$ cat src/include/esl_pkg.sv
package esl_pkg;
  // Position word layout
  localparam int unsigned SINGLE_BITS = 16;
  localparam int unsigned MULTI_BITS = 14;
  localparam int unsigned POS_BITS = SINGLE_BITS + MULTI_BITS;
  localparam int unsigned SINGLE_LSB = 0;
  localparam int unsigned MULTI_LSB = SINGLE_BITS;
  // Network address width and factory value
  localparam int unsigned ADDR_BITS = 32;
  localparam logic [31:0] ADDR_RESET = 32'h00000000;
  // Clock rate
  localparam int unsigned MCLK_HZ = 10_000_000;
  localparam int unsigned CYC_PER_MS = MCLK_HZ / 1000;
  // Blink timing: half period of each blink rate, and least hold of error pattern
  localparam int unsigned IDENT_HALF_MS = 250;
  localparam int unsigned ERR_HALF_MS = 1000;
  localparam int unsigned ERR_HOLD_MS = 3000;
  localparam int unsigned IDENT_HALF_CYC = IDENT_HALF_MS * CYC_PER_MS;
  localparam int unsigned ERR_HALF_CYC = ERR_HALF_MS * CYC_PER_MS;
  localparam int unsigned ERR_HOLD_CYC = ERR_HOLD_MS * CYC_PER_MS;
  localparam int unsigned CNT_BITS = 32;
  // Status indicator patterns
  typedef enum logic [2:0] {
    ST_NOEXCH = 3'b001,
    ST_PARERR = 3'b010,
    ST_NORMAL = 3'b100
  } esl_stat_t;
endpackage

$ cat src/logic/esl_blink_gen.sv
`timescale 1ns/1ps
module esl_blink_gen #(
  parameter int unsigned HALF_CYC = esl_pkg::IDENT_HALF_CYC
) (
  input wire logic mclk,
  input wire logic reset,
  input wire logic run,
  output logic phase
);
  logic [esl_pkg::CNT_BITS-1:0] cnt_q;
  logic phase_q;
  wire logic atEnd = (cnt_q == esl_pkg::CNT_BITS'(HALF_CYC - 1));

  // Restart on the lit phase whenever idle, so a blink always opens lit
  always_ff @(posedge mclk) begin
    if (reset || !run) begin
      cnt_q <= '0;
      phase_q <= 1'b1;
    end else if (atEnd) begin
      cnt_q <= '0;
      phase_q <= ~phase_q;
    end else begin
      cnt_q <= cnt_q + 1'b1;
    end
  end

  assign phase = phase_q;

  toggle_at_end_a: assert property (@(posedge mclk) disable iff (reset)
    run && $past(run) && (phase_q != $past(phase_q)) |-> $past(atEnd))
    else $error("Blink phase changed before its half period ended");
endmodule

$ cat src/logic/esl_status_led.sv
`timescale 1ns/1ps
// Functional notes
// - Single-turn position is sixteen bits, 65536 steps per revolution.
// - Multiturn variant adds a fourteen-bit revolution count above single-turn.
// - Network address reads all zero until configuration assigns one.
// - Port one activity LED lit while frames move on port one.
// - Port one link LED lit steadily while port one has link.
// - Identification request with link blinks port one link LED at 2 Hz.
// - Port two link LED lit steadily while port two has link.
// - No frames and no cyclic exchange: green and red status LEDs both steadily on.
// - Parameter mismatch: green on, red blinks 0.5 Hz, at least 3 s.
// - Normal cyclic exchange: green status on, red status off.
module esl_status_led #(
  parameter int unsigned IDENT_HALF_CYC = esl_pkg::IDENT_HALF_CYC,
  parameter int unsigned ERR_HALF_CYC = esl_pkg::ERR_HALF_CYC,
  parameter int unsigned ERR_HOLD_CYC = esl_pkg::ERR_HOLD_CYC
) (
  input wire logic mclk,
  input wire logic reset,
  input wire logic port1ActPin,
  input wire logic port1LinkPin,
  input wire logic port2ActPin,
  input wire logic port2LinkPin,
  input wire logic identifyReq,
  input wire logic framesOk,
  input wire logic cyclicExchange,
  input wire logic multiturnVariant,
  input wire logic [esl_pkg::SINGLE_BITS-1:0] singleTurn,
  input wire logic [esl_pkg::MULTI_BITS-1:0] multiTurn,
  input wire logic netAddrWrite,
  input wire logic [esl_pkg::ADDR_BITS-1:0] netAddrIn,
  output logic [esl_pkg::POS_BITS-1:0] position,
  output logic [esl_pkg::ADDR_BITS-1:0] netAddr,
  output logic ledAct1,
  output logic ledLink1,
  output logic ledAct2,
  output logic ledLink2,
  output logic ledStatGreen,
  output logic ledStatRed
);
  // Pin synchronisers: stage one feeds only stage two
  logic [3:0] pinMeta_q;
  logic [3:0] pinSync_q;
  wire logic [3:0] pinRaw = {port2LinkPin, port2ActPin, port1LinkPin, port1ActPin};
  always_ff @(posedge mclk) begin
    if (reset) begin
      pinMeta_q <= '0;
      pinSync_q <= '0;
    end else begin
      pinMeta_q <= pinRaw;
      pinSync_q <= pinMeta_q;
    end
  end

  wire logic act1S = pinSync_q[0];
  wire logic link1S = pinSync_q[1];
  wire logic act2S = pinSync_q[2];
  wire logic link2S = pinSync_q[3];

  // Position word: revolutions only in the multiturn build, else zero
  logic [esl_pkg::POS_BITS-1:0] position_q;
  wire logic [esl_pkg::MULTI_BITS-1:0] turnsSel = multiturnVariant ? multiTurn : '0;
  wire logic [esl_pkg::POS_BITS-1:0] position_d = {turnsSel, singleTurn};
  always_ff @(posedge mclk) begin
    if (reset) begin
      position_q <= '0;
    end else begin
      position_q <= position_d;
    end
  end

  // Network address, factory value until configured
  logic [esl_pkg::ADDR_BITS-1:0] netAddr_q;
  always_ff @(posedge mclk) begin
    if (reset) begin
      netAddr_q <= esl_pkg::ADDR_RESET;
    end else if (netAddrWrite) begin
      netAddr_q <= netAddrIn;
    end
  end

  // Blink sources; each restarts lit when its pattern starts
  logic identPhase;
  logic errPhase;
  wire logic identBlink = identifyReq && link1S;
  esl_blink_gen #(.HALF_CYC(IDENT_HALF_CYC)) identBlinkGen (
    .mclk(mclk),
    .reset(reset),
    .run(identBlink),
    .phase(identPhase)
  );

  // Status selection with fixed priority
  esl_pkg::esl_stat_t stat_q;
  esl_pkg::esl_stat_t stat_d;
  logic [esl_pkg::CNT_BITS-1:0] hold_q;
  logic [esl_pkg::CNT_BITS-1:0] hold_d;
  wire logic noExch = !framesOk && !cyclicExchange;
  wire logic holdBusy = (hold_q != '0);
  wire logic errRun = (stat_q == esl_pkg::ST_PARERR);

  esl_blink_gen #(.HALF_CYC(ERR_HALF_CYC)) errBlinkGen (
    .mclk(mclk),
    .reset(reset),
    .run(errRun),
    .phase(errPhase)
  );

  // Error pattern holds its least time; only a lost exchange may cut it short
  always_comb begin
    stat_d = stat_q;
    hold_d = holdBusy ? hold_q - 1'b1 : hold_q;
    if (noExch) begin
      stat_d = esl_pkg::ST_NOEXCH;
      hold_d = '0;
    end else if (!cyclicExchange || (stat_q == esl_pkg::ST_PARERR && holdBusy)) begin
      stat_d = esl_pkg::ST_PARERR;
      if (stat_q != esl_pkg::ST_PARERR) begin
        hold_d = esl_pkg::CNT_BITS'(ERR_HOLD_CYC - 1);
      end
    end else begin
      stat_d = esl_pkg::ST_NORMAL;
    end
  end

  always_ff @(posedge mclk) begin
    if (reset) begin
      stat_q <= esl_pkg::ST_NOEXCH;
      hold_q <= '0;
    end else begin
      stat_q <= stat_d;
      hold_q <= hold_d;
    end
  end

  // LED drive decode
  logic ledAct1_q;
  logic ledLink1_q;
  logic ledAct2_q;
  logic ledLink2_q;
  logic ledGreen_q;
  logic ledRed_q;
  wire logic link1Drive = identBlink ? identPhase : link1S;
  logic greenDrive;
  logic redDrive;
  always_comb begin
    greenDrive = 1'b1;
    redDrive = 1'b0;
    unique case (stat_q)
      esl_pkg::ST_NOEXCH: begin
        redDrive = 1'b1;
      end
      esl_pkg::ST_PARERR: begin
        redDrive = errPhase;
      end
      esl_pkg::ST_NORMAL: begin
        redDrive = 1'b0;
      end
      default: begin
        redDrive = 1'b1;
      end
    endcase
  end

  // Activity follows the PHY indication as delivered; no extra stretch
  always_ff @(posedge mclk) begin
    if (reset) begin
      ledAct1_q <= 1'b0;
      ledLink1_q <= 1'b0;
      ledAct2_q <= 1'b0;
      ledLink2_q <= 1'b0;
      ledGreen_q <= 1'b0;
      ledRed_q <= 1'b0;
    end else begin
      ledAct1_q <= act1S;
      ledLink1_q <= link1Drive;
      ledAct2_q <= act2S;
      ledLink2_q <= link2S;
      ledGreen_q <= greenDrive;
      ledRed_q <= redDrive;
    end
  end

  assign position = position_q;
  assign netAddr = netAddr_q;
  assign ledAct1 = ledAct1_q;
  assign ledLink1 = ledLink1_q;
  assign ledAct2 = ledAct2_q;
  assign ledLink2 = ledLink2_q;
  assign ledStatGreen = ledGreen_q;
  assign ledStatRed = ledRed_q;

  pos_layout_a: assert property (@(posedge mclk) disable iff (reset)
    $past(!multiturnVariant) |-> position[esl_pkg::POS_BITS-1:esl_pkg::MULTI_LSB] == '0)
    else $error("Revolution field not zero in single-turn build");

  single_turn_a: assert property (@(posedge mclk) disable iff (reset)
    !$past(reset) |-> position[esl_pkg::SINGLE_BITS-1:0] == $past(singleTurn))
    else $error("Single-turn field does not follow the sensor");

  addr_factory_a: assert property (@(posedge mclk)
    reset ##1 (!netAddrWrite)[*3] |=> netAddr == '0)
    else $error("Address not zero before assignment");

  act1_follow_a: assert property (@(posedge mclk) disable iff (reset)
    port1ActPin [*4] |-> ##[0:1] ledAct1)
    else $error("Port one activity LED not lit");

  link1_off_a: assert property (@(posedge mclk) disable iff (reset)
    (!port1LinkPin) [*5] |-> !ledLink1)
    else $error("Port one link LED lit without link");

  link1_steady_a: assert property (@(posedge mclk) disable iff (reset)
    (port1LinkPin && !identifyReq) [*5] |-> ledLink1)
    else $error("Port one link LED not steady");

  link2_steady_a: assert property (@(posedge mclk) disable iff (reset)
    port2LinkPin [*4] |-> ##[0:1] ledLink2)
    else $error("Port two link LED not lit");

  act2_follow_a: assert property (@(posedge mclk) disable iff (reset)
    (!port2ActPin) [*5] |-> !ledAct2)
    else $error("Port two activity LED lit while idle");

  noexch_both_a: assert property (@(posedge mclk) disable iff (reset)
    noExch |=> stat_q == esl_pkg::ST_NOEXCH ##1 (ledStatGreen && ledStatRed))
    else $error("No-exchange pattern not shown");

  parerr_hold_a: assert property (@(posedge mclk) disable iff (reset)
    stat_q == esl_pkg::ST_NORMAL && $past(stat_q) == esl_pkg::ST_PARERR |-> $past(hold_q) == '0)
    else $error("Error pattern left before its least time");

  normal_red_off_a: assert property (@(posedge mclk) disable iff (reset)
    stat_q == esl_pkg::ST_NORMAL |=> ledStatGreen && !ledStatRed)
    else $error("Normal pattern wrong");

  one_pattern_a: assert property (@(posedge mclk) disable iff (reset)
    $onehot(stat_q) and (cyclicExchange && !framesOk |=> stat_q != esl_pkg::ST_NOEXCH))
    else $error("Status pattern priority broken");
endmodule

$ cat config.mk
export PLATFORM = sky130hd
export DESIGN_NAME = esl_status_led
export DESIGN_NICKNAME = d
export VERILOG_FILES = /design/src/include/esl_pkg.sv /design/src/logic/esl_blink_gen.sv /design/src/logic/esl_status_led.sv
export SDC_FILE = /design/constraint.sdc
export NUM_CORES = 1
export LEC_CHECK = 0
export BUFFER_PORTS_ARGS = -buffer_cell sky130_fd_sc_hd__buf_2
export CORE_MARGIN = 2
export CORE_UTILIZATION = 35
export CTS_CLUSTER_SIZE = 25
export DETAILED_ROUTE_END_ITERATION = 16
export PLACE_DENSITY = 0.57
export SLEW_MARGIN = 10
export SYNTH_ARGS = -nofsm -noshare
export SYNTH_HDL_FRONTEND = slang
export SYNTH_SLANG_ARGS = --single-unit
$ cat constraint.sdc
create_clock -name mclk -period 2.35 [get_ports mclk]
set_input_delay 0.235 -clock mclk [delete_from_list [all_inputs] [get_ports mclk]]
set_output_delay 0.235 -clock mclk [all_outputs]
set_load 0.005 [all_outputs]
==> impl_metrics.tcl, run 1 <==
set metrics [dict create \
    synthesis.area_um2 7000 \
    worstMarginPinSlew_ns 0.806 \
    combPwrFrac_pct 9.3 \
    grt_start_max_net_pins 61 \
    core_um2 19500 \
    p_switching_mw 1.84 \
    power.share.switching_pct 27.3 \
    io_pins 141 \
    power.internal_mw 4.91 \
    portBuffers 140 \
    cp_cell_sequence "or4_4, or3_4, or3_1, or3_1, a21oi_1" \
    syn-num-nets 824 \
    critPathBufInv 0 \
    synth-seq-cells 177 \
    path_delay_family "simple AND/OR/NAND/NOR gates" \
    die_w_um 145 \
    hold_class "input pin to flop" \
    slowest_stage "or4_4" \
    drv_slew 0 \
    drtPass1Iterations 4 \
    num_rows 51 \
    area_growth_pct 31.1 \
    dp_cells 1156 \
    final_nets 1019 \
    htree_levels 4 \
    clock_path_buffers 2 \
    diodes 0 \
    cap_violations 0 \
    rsz0062_at_grt "no" \
    crit_fanout 8 \
    avgViaCountPerCell 4.69 \
    yosys.area.top_type "dfxtp_1" \
    synth_cells 747 \
    min_period_ns 2.19 \
    grt_busiest_layer "met2" \
    clock_skew_ns 0.00818 \
    clk_pin_slew_worst_paths_ns 0.08 \
    seq_area_frac_synth_pct 50.6 \
    post_drt_wl_per_cell_um 13.2 \
    fmax_mhz 458 \
    hpwl_mm 11.0 \
    ant_nets 0 \
    min_period_over_period_pct 93.0 \
    yosys.cell_count.top_type "dfxtp_1" \
    yosys_warnings 0 \
    powerDensity_nw_per_um2 736 \
    syn_avg_cell_area_um2 9.37 \
    cts_made_buffers 17 \
    die_h_um 145 \
    drive_above_1_share_pct 23.2 \
    critPathKind "flop to flop" \
    gr-total-overflow 0 \
    vias 5721 \
    start_kind "flop" \
    ys.flop_type "dfxtp_1" \
    cp.required_ns 2.72 \
    finalSetupTns_ns 0 \
    path_common_cell "or3_1" \
    synthArstFlopShare_pct 0 \
    clk_latency_ns 0.44 \
    met3_usage_pct 4.14 \
    cts.sinks 177 \
    synth_top_area_share_pct 50.6 \
    cp-end-kind "flop" \
    status "completed" \
    arrival_ns 2.55 \
    die_area_um2 21200 \
    routed_wl_mm 16.1 \
    maxSlewHeadroom_pct 46.2 \
    grt_pass1_vias 5549 \
    postCtsSetupRepairBufs 0 \
    start_util_pct 35.9 \
    cp_slowest_stage_delay_ns 0.58 \
    pwr-share-seq_pct 46.7 \
    irDropWorstVdd_mv 0.463 \
    cellLeakagePower_nw 3.67 \
    drt_iter0_drc 214 \
    setup_violations 0 \
    yosys-top-cells-count "dfxtp_1, nor2_1, xor2_1" \
    cts_tree "done" \
    use_met2_pct 25.6 \
    grt_usage_pct 15.5 \
    drc 0 \
    synth_cell_types 52 \
    finalNonFillerCells 1220 \
    grt.met1_usage_pct 19.7 \
    synthTopCellsByArea "dfxtp_1, nor2_1, xor2_1" \
    clockRootBuffer "clkbuf_16" \
    antenna_found_initial 0 \
    grt_pass1_wl_mm 27.0 \
    synth_edf_count 0 \
    place.gp.congestion 0.801 \
    finalHoldViolCount 0 \
    clockPowerShare_pct 44.0 \
]
==> metal layers <==
layer | part of all wire (%) | routed length, µm
met1 | 47 | 7560
met2 | 47 | 7660
met3 | 4.1 | 661
met4 | 1.5 | 250
met5 | 0 | 0
==> power by group through the flow <==
stage	clock (mW)	combinational, mW	sequential (mW)
3_3_place_gp	0	0.578	3.22
2_1_floorplan	0	0.318	3.23
4_1_cts	3.06	0.623	3.16
6_report	2.97	0.627	3.16
5_1_grt	3.17	0.691	3.17
3_5_place_dp	0	0.577	3.22
==> layout make-up <==
class	instances	area (µm²)
clock buffer	17	425
timing repair buffer	204	1290
sequential	177	3540
fill	1905	10300
multi-input combinational	529	3330
clock inverter	15	219
tap	265	332
inverter	13	48.8
==> cells by family (layout without fill, tap and decap cells) <==
| group | Yosys count | count (layout) | synth area share (%) |
|---|---|---|---|
| mux | 33 | 33 | 4.72 |
| fa+ha+maj | 4 | 4 | 0.715 |
| xor+xnor | 66 | 66 | 8.25 |
| buf+inv | 41 | 249 | 2.20 |
| simple gates | 355 | 355 | 27.3 |
| compound gates | 71 | 71 | 6.24 |
| flops | 177 | 177 | 50.6 |
==> worst paths after layout <==
| path | startpoint | end | slack, ns | cells after the start |
|---|---|---|---|---|
| min | port2ActPin | pinMeta_q[2] | 0.02 | 2 |
| min reg2reg | pinSync_q[3] | ledLink2 | 0.44 | 1 |
| max reg2reg | hold_q[18] | hold_q[31] | 0.16 | 5 |
| max | hold_q[18] | hold_q[31] | 0.16 | 5 |
==> placed cells by master (no fill, tap or decap), types with 6 or more instances in the layout <==
| master | Yosys | layout |
|---|---|---|
| dfxtp_1 | 177 | 177 |
| buf_2 | 0 | 140 |
| nor2_1 | 116 | 116 |
| xor2_1 | 44 | 44 |
| nand3_1 | 34 | 34 |
| mux2i_1 | 33 | 33 |
| dlygate4sd3_1 | 0 | 32 |
| buf_4 | 0 | 30 |
| nor2b_1 | 28 | 28 |
| a21oi_1 | 27 | 27 |
| nand4_1 | 26 | 26 |
| nand2_1 | 26 | 26 |
| xnor2_1 | 22 | 22 |
| and2_1 | 20 | 20 |
| clkbuf_16 | 0 | 17 |
| nor4_1 | 17 | 16 |
| or3_1 | 16 | 16 |
| nor3_1 | 14 | 14 |
| inv_1 | 13 | 12 |
| o21ai_0 | 13 | 12 |
| or4_1 | 12 | 12 |
| and3_1 | 11 | 11 |
| o31ai_1 | 10 | 10 |
| clkinv_8 | 0 | 6 |
==> metrics by stage <==
step	hold slack [ns]	util [%]	worst slack (ns)	power, mW	area [µm²]
after floorplan	0.309	-	0.177	3.55	7000
after global placement	0.410	42.0	0.153	3.80	8200
after detailed placement	0.423	42.0	0.124	3.80	8200
after CTS	0.00449	46.9	0.114	6.84	9160
after global routing	0.0122	47.0	0.0233	7.04	9180
final	0.0192	47.0	0.165	6.75	9180
==> registers in the layout, indices dropped and copies added, names as in the netlist, 3 cells and up <==
| register | cells |
|---|---|
| errBlinkGen.cnt_q | 32 |
| hold_q | 32 |
| identBlinkGen.cnt_q | 32 |
| netAddr | 32 |
| pinMeta_q | 4 |
| pinSync_q | 4 |
| position | 30 |
| stat_q | 3 |
==> what timing repair did <==
action	4_1_cts	5_1_grt
resized for setup	0	5
endpoints found under the setup margin	0	4
hold buffers	32	0
endpoints found under the hold margin	32	0
No activity file was read; power rests on OpenSTA's default activity.
==> run 2, diff against run 1 <==
--- a/config.mk
+++ b/config.mk
@@ -7,10 +7,10 @@
 export LEC_CHECK = 0
 export BUFFER_PORTS_ARGS = -buffer_cell sky130_fd_sc_hd__buf_2
 export CORE_MARGIN = 2
-export CORE_UTILIZATION = 35
+export CORE_UTILIZATION = 30
 export CTS_CLUSTER_SIZE = 25
 export DETAILED_ROUTE_END_ITERATION = 16
-export PLACE_DENSITY = 0.57
+export PLACE_DENSITY = 0.53
 export SLEW_MARGIN = 10
 export SYNTH_ARGS = -nofsm -noshare
 export SYNTH_HDL_FRONTEND = slang
==> constraint.sdc (replaced) <==
create_clock -name mclk -period 2 [get_ports mclk]
set_input_delay 0.2 -clock mclk [delete_from_list [all_inputs] [get_ports mclk]]
set_output_delay 0.2 -clock mclk [all_outputs]
set_load 0.005 [all_outputs]
==> run 2 against run 1 <==
  * The flow now finishes with violations (setup timing)
  * Combinational power grew 50%
  * Power grew 22%
  * Maximum frequency grew 6.3%
  * Worst setup slack lost 0.22 ns
  * Via count grew 7.8%
  * Count of clock-buffer cells in the layout is the same
  * Clock skew grew 0.0043 ns
  * Worst hold slack gained 0.00075 ns
==> impl_metrics.tcl, run 2 (synthesized netlist as in run 1, its figures left out) <==
set metrics [dict create \
    status "finished with violations" \
    violations "setup timing" \
    clock_path_buffers 2 \
    grt_pass1_vias 6172 \
    cp-end-kind "flop" \
    die_w_um 157 \
    p_switching_mw 2.31 \
    cts_made_buffers 17 \
    clk_pin_slew_worst_paths_ns 0.08 \
    drv_slew 0 \
    finish.utilization_pct 43.9 \
    irDropWorstVdd_mv 0.535 \
    gr-total-overflow 0 \
    wl_met1_mm 8.21 \
    vias 6168 \
    detailedPlace.worstSlack_ns -0.0731 \
    wl_met2_mm 8.33 \
    drtPass1Iterations 4 \
    crit_start "hold_q[10]" \
    finalSetupTns_ns -0.190 \
    cap_violations 0 \
    cts_tree "done" \
    grt_usage_pct 14.6 \
    n_fill_cell 2229 \
    grt_start_max_net_pins 61 \
    holdCritStartpoint "netAddrIn[18]" \
    place.gp.congestion 0.778 \
    num_rows 55 \
    io_pins 141 \
    grt_pass1_wl_mm 28.9 \
    power.internal_mw 5.92 \
    clk_latency_ns 0.43 \
    final_nets 1087 \
    antenna_found_initial 0 \
    cts.sinks 177 \
    seq_area_um2 3550 \
    final_common_cell "dfxtp_1" \
    powerDensity_nw_per_um2 824 \
    worst_slack_ns -0.0548 \
    portBuffers 140 \
    drive_above_1_share_pct 28.4 \
    drc 0 \
    arrival_ns 2.43 \
    multiInputGateArea_um2 3470 \
    worstReg2RegStart "hold_q[10]" \
    power.share.switching_pct 28.1 \
    clockPowerShare_pct 43.6 \
    whs_ns 0.0199 \
    min_period_over_period_pct 103 \
    top_layer_used "met4" \
    start_kind "flop" \
    htree_levels 4 \
    avgViaCountPerCell 4.62 \
    crit_fanout 7 \
    hpwl_mm 11.8 \
    drt_iter0_drc 301 \
    mostFrequentLayoutCells "dfxtp_1, buf_2, nor2_1, buf_4, dlygate4sd3_1" \
    start_util_pct 30.7 \
    hold_class "input pin to flop" \
    dr_wl_met3_um 860 \
    min_period_ns 2.05 \
    core_um2 22800 \
    routed_wl_mm 17.6 \
    combPwrFrac_pct 11.4 \
    rsz0062_at_grt "yes" \
    die_h_um 157 \
    fmax_mhz 487 \
    clockRootBuffer "clkbuf_16" \
    diodes 0 \
    pwr-share-seq_pct 45.0 \
    cellLeakagePower_nw 4.04 \
    die_area_um2 24600 \
    critPathKind "flop to flop" \
    area_growth_pct 42.8 \
    cp.required_ns 2.37 \
    finalHoldViolCount 0 \
    maxSlewHeadroom_pct 52.2 \
    ant_nets 0 \
    post_drt_wl_per_cell_um 13.2 \
    clock_skew_ns 0.0124 \
    worstMarginPinSlew_ns 0.715 \
    setup_violations 6 \
]
run 2: repair_timing:
item	CTS	global route
gates resized for setup	8	23
setup buffers	2	6
endpoints found under the setup margin	7	61
pin swaps	5	13
hold buffers	58	0
endpoints found under the hold margin	58	0
run 2: routing by layer:
layer / vias up / GRT usage (%)
met5: - / 0
met4: 0 / 4.67
met3: 17 / 3.77
met2: 159 / 24.5
met1: 2841 / 18.2
li1: 3151 / -
run 2: cell type report:
class / count / share of cell area, %
clock inverter: 15 / 2.30
inverter: 13 / 0.488
tap: 313 / 3.92
sequential: 177 / 35.5
timing repair buffer: 272 / 18.8
clock buffer: 17 / 4.25
multi-input combinational: 529 / 34.7
run 2: power groups by stage:
stage	logic (mW)	registers [mW]	clock network, mW
floorplan	0.384	3.80	0
global placement	0.767	3.78	0
detailed placement	0.767	3.78	0
CTS	0.884	3.70	3.73
global route	1.03	3.72	3.87
finish	0.938	3.70	3.59
run 2: final timing paths:
path                            depth (start not counted)                   to  slack (ns)
worst min-delay path                                    3          netAddr[18]        0.02
worst min register to register                          1  identBlinkGen.phase        0.43
worst max-delay path                                    5           hold_q[17]       -0.05
worst max register to register                          5           hold_q[17]       -0.05
run 2: critical path, cell delays in order (launching register included):
cell and delay (ns):
dfxtp_4 0.36, or4_4 0.54, nor4_4 0.38, o21ai_4 0.15, or4_4 0.44, a21oi_2 0.13
run 2: per-stage QoR:
step / power [mW] / area, µm² / std cells
floorplan: 4.18 / 7040 / 747
global placement: 4.55 / 8560 / 1238
detailed placement: 4.55 / 8560 / 1238
CTS: 8.32 / 9850 / 1330
global route: 8.62 / 10000 / 1336
finish: 8.24 / 10000 / 1336
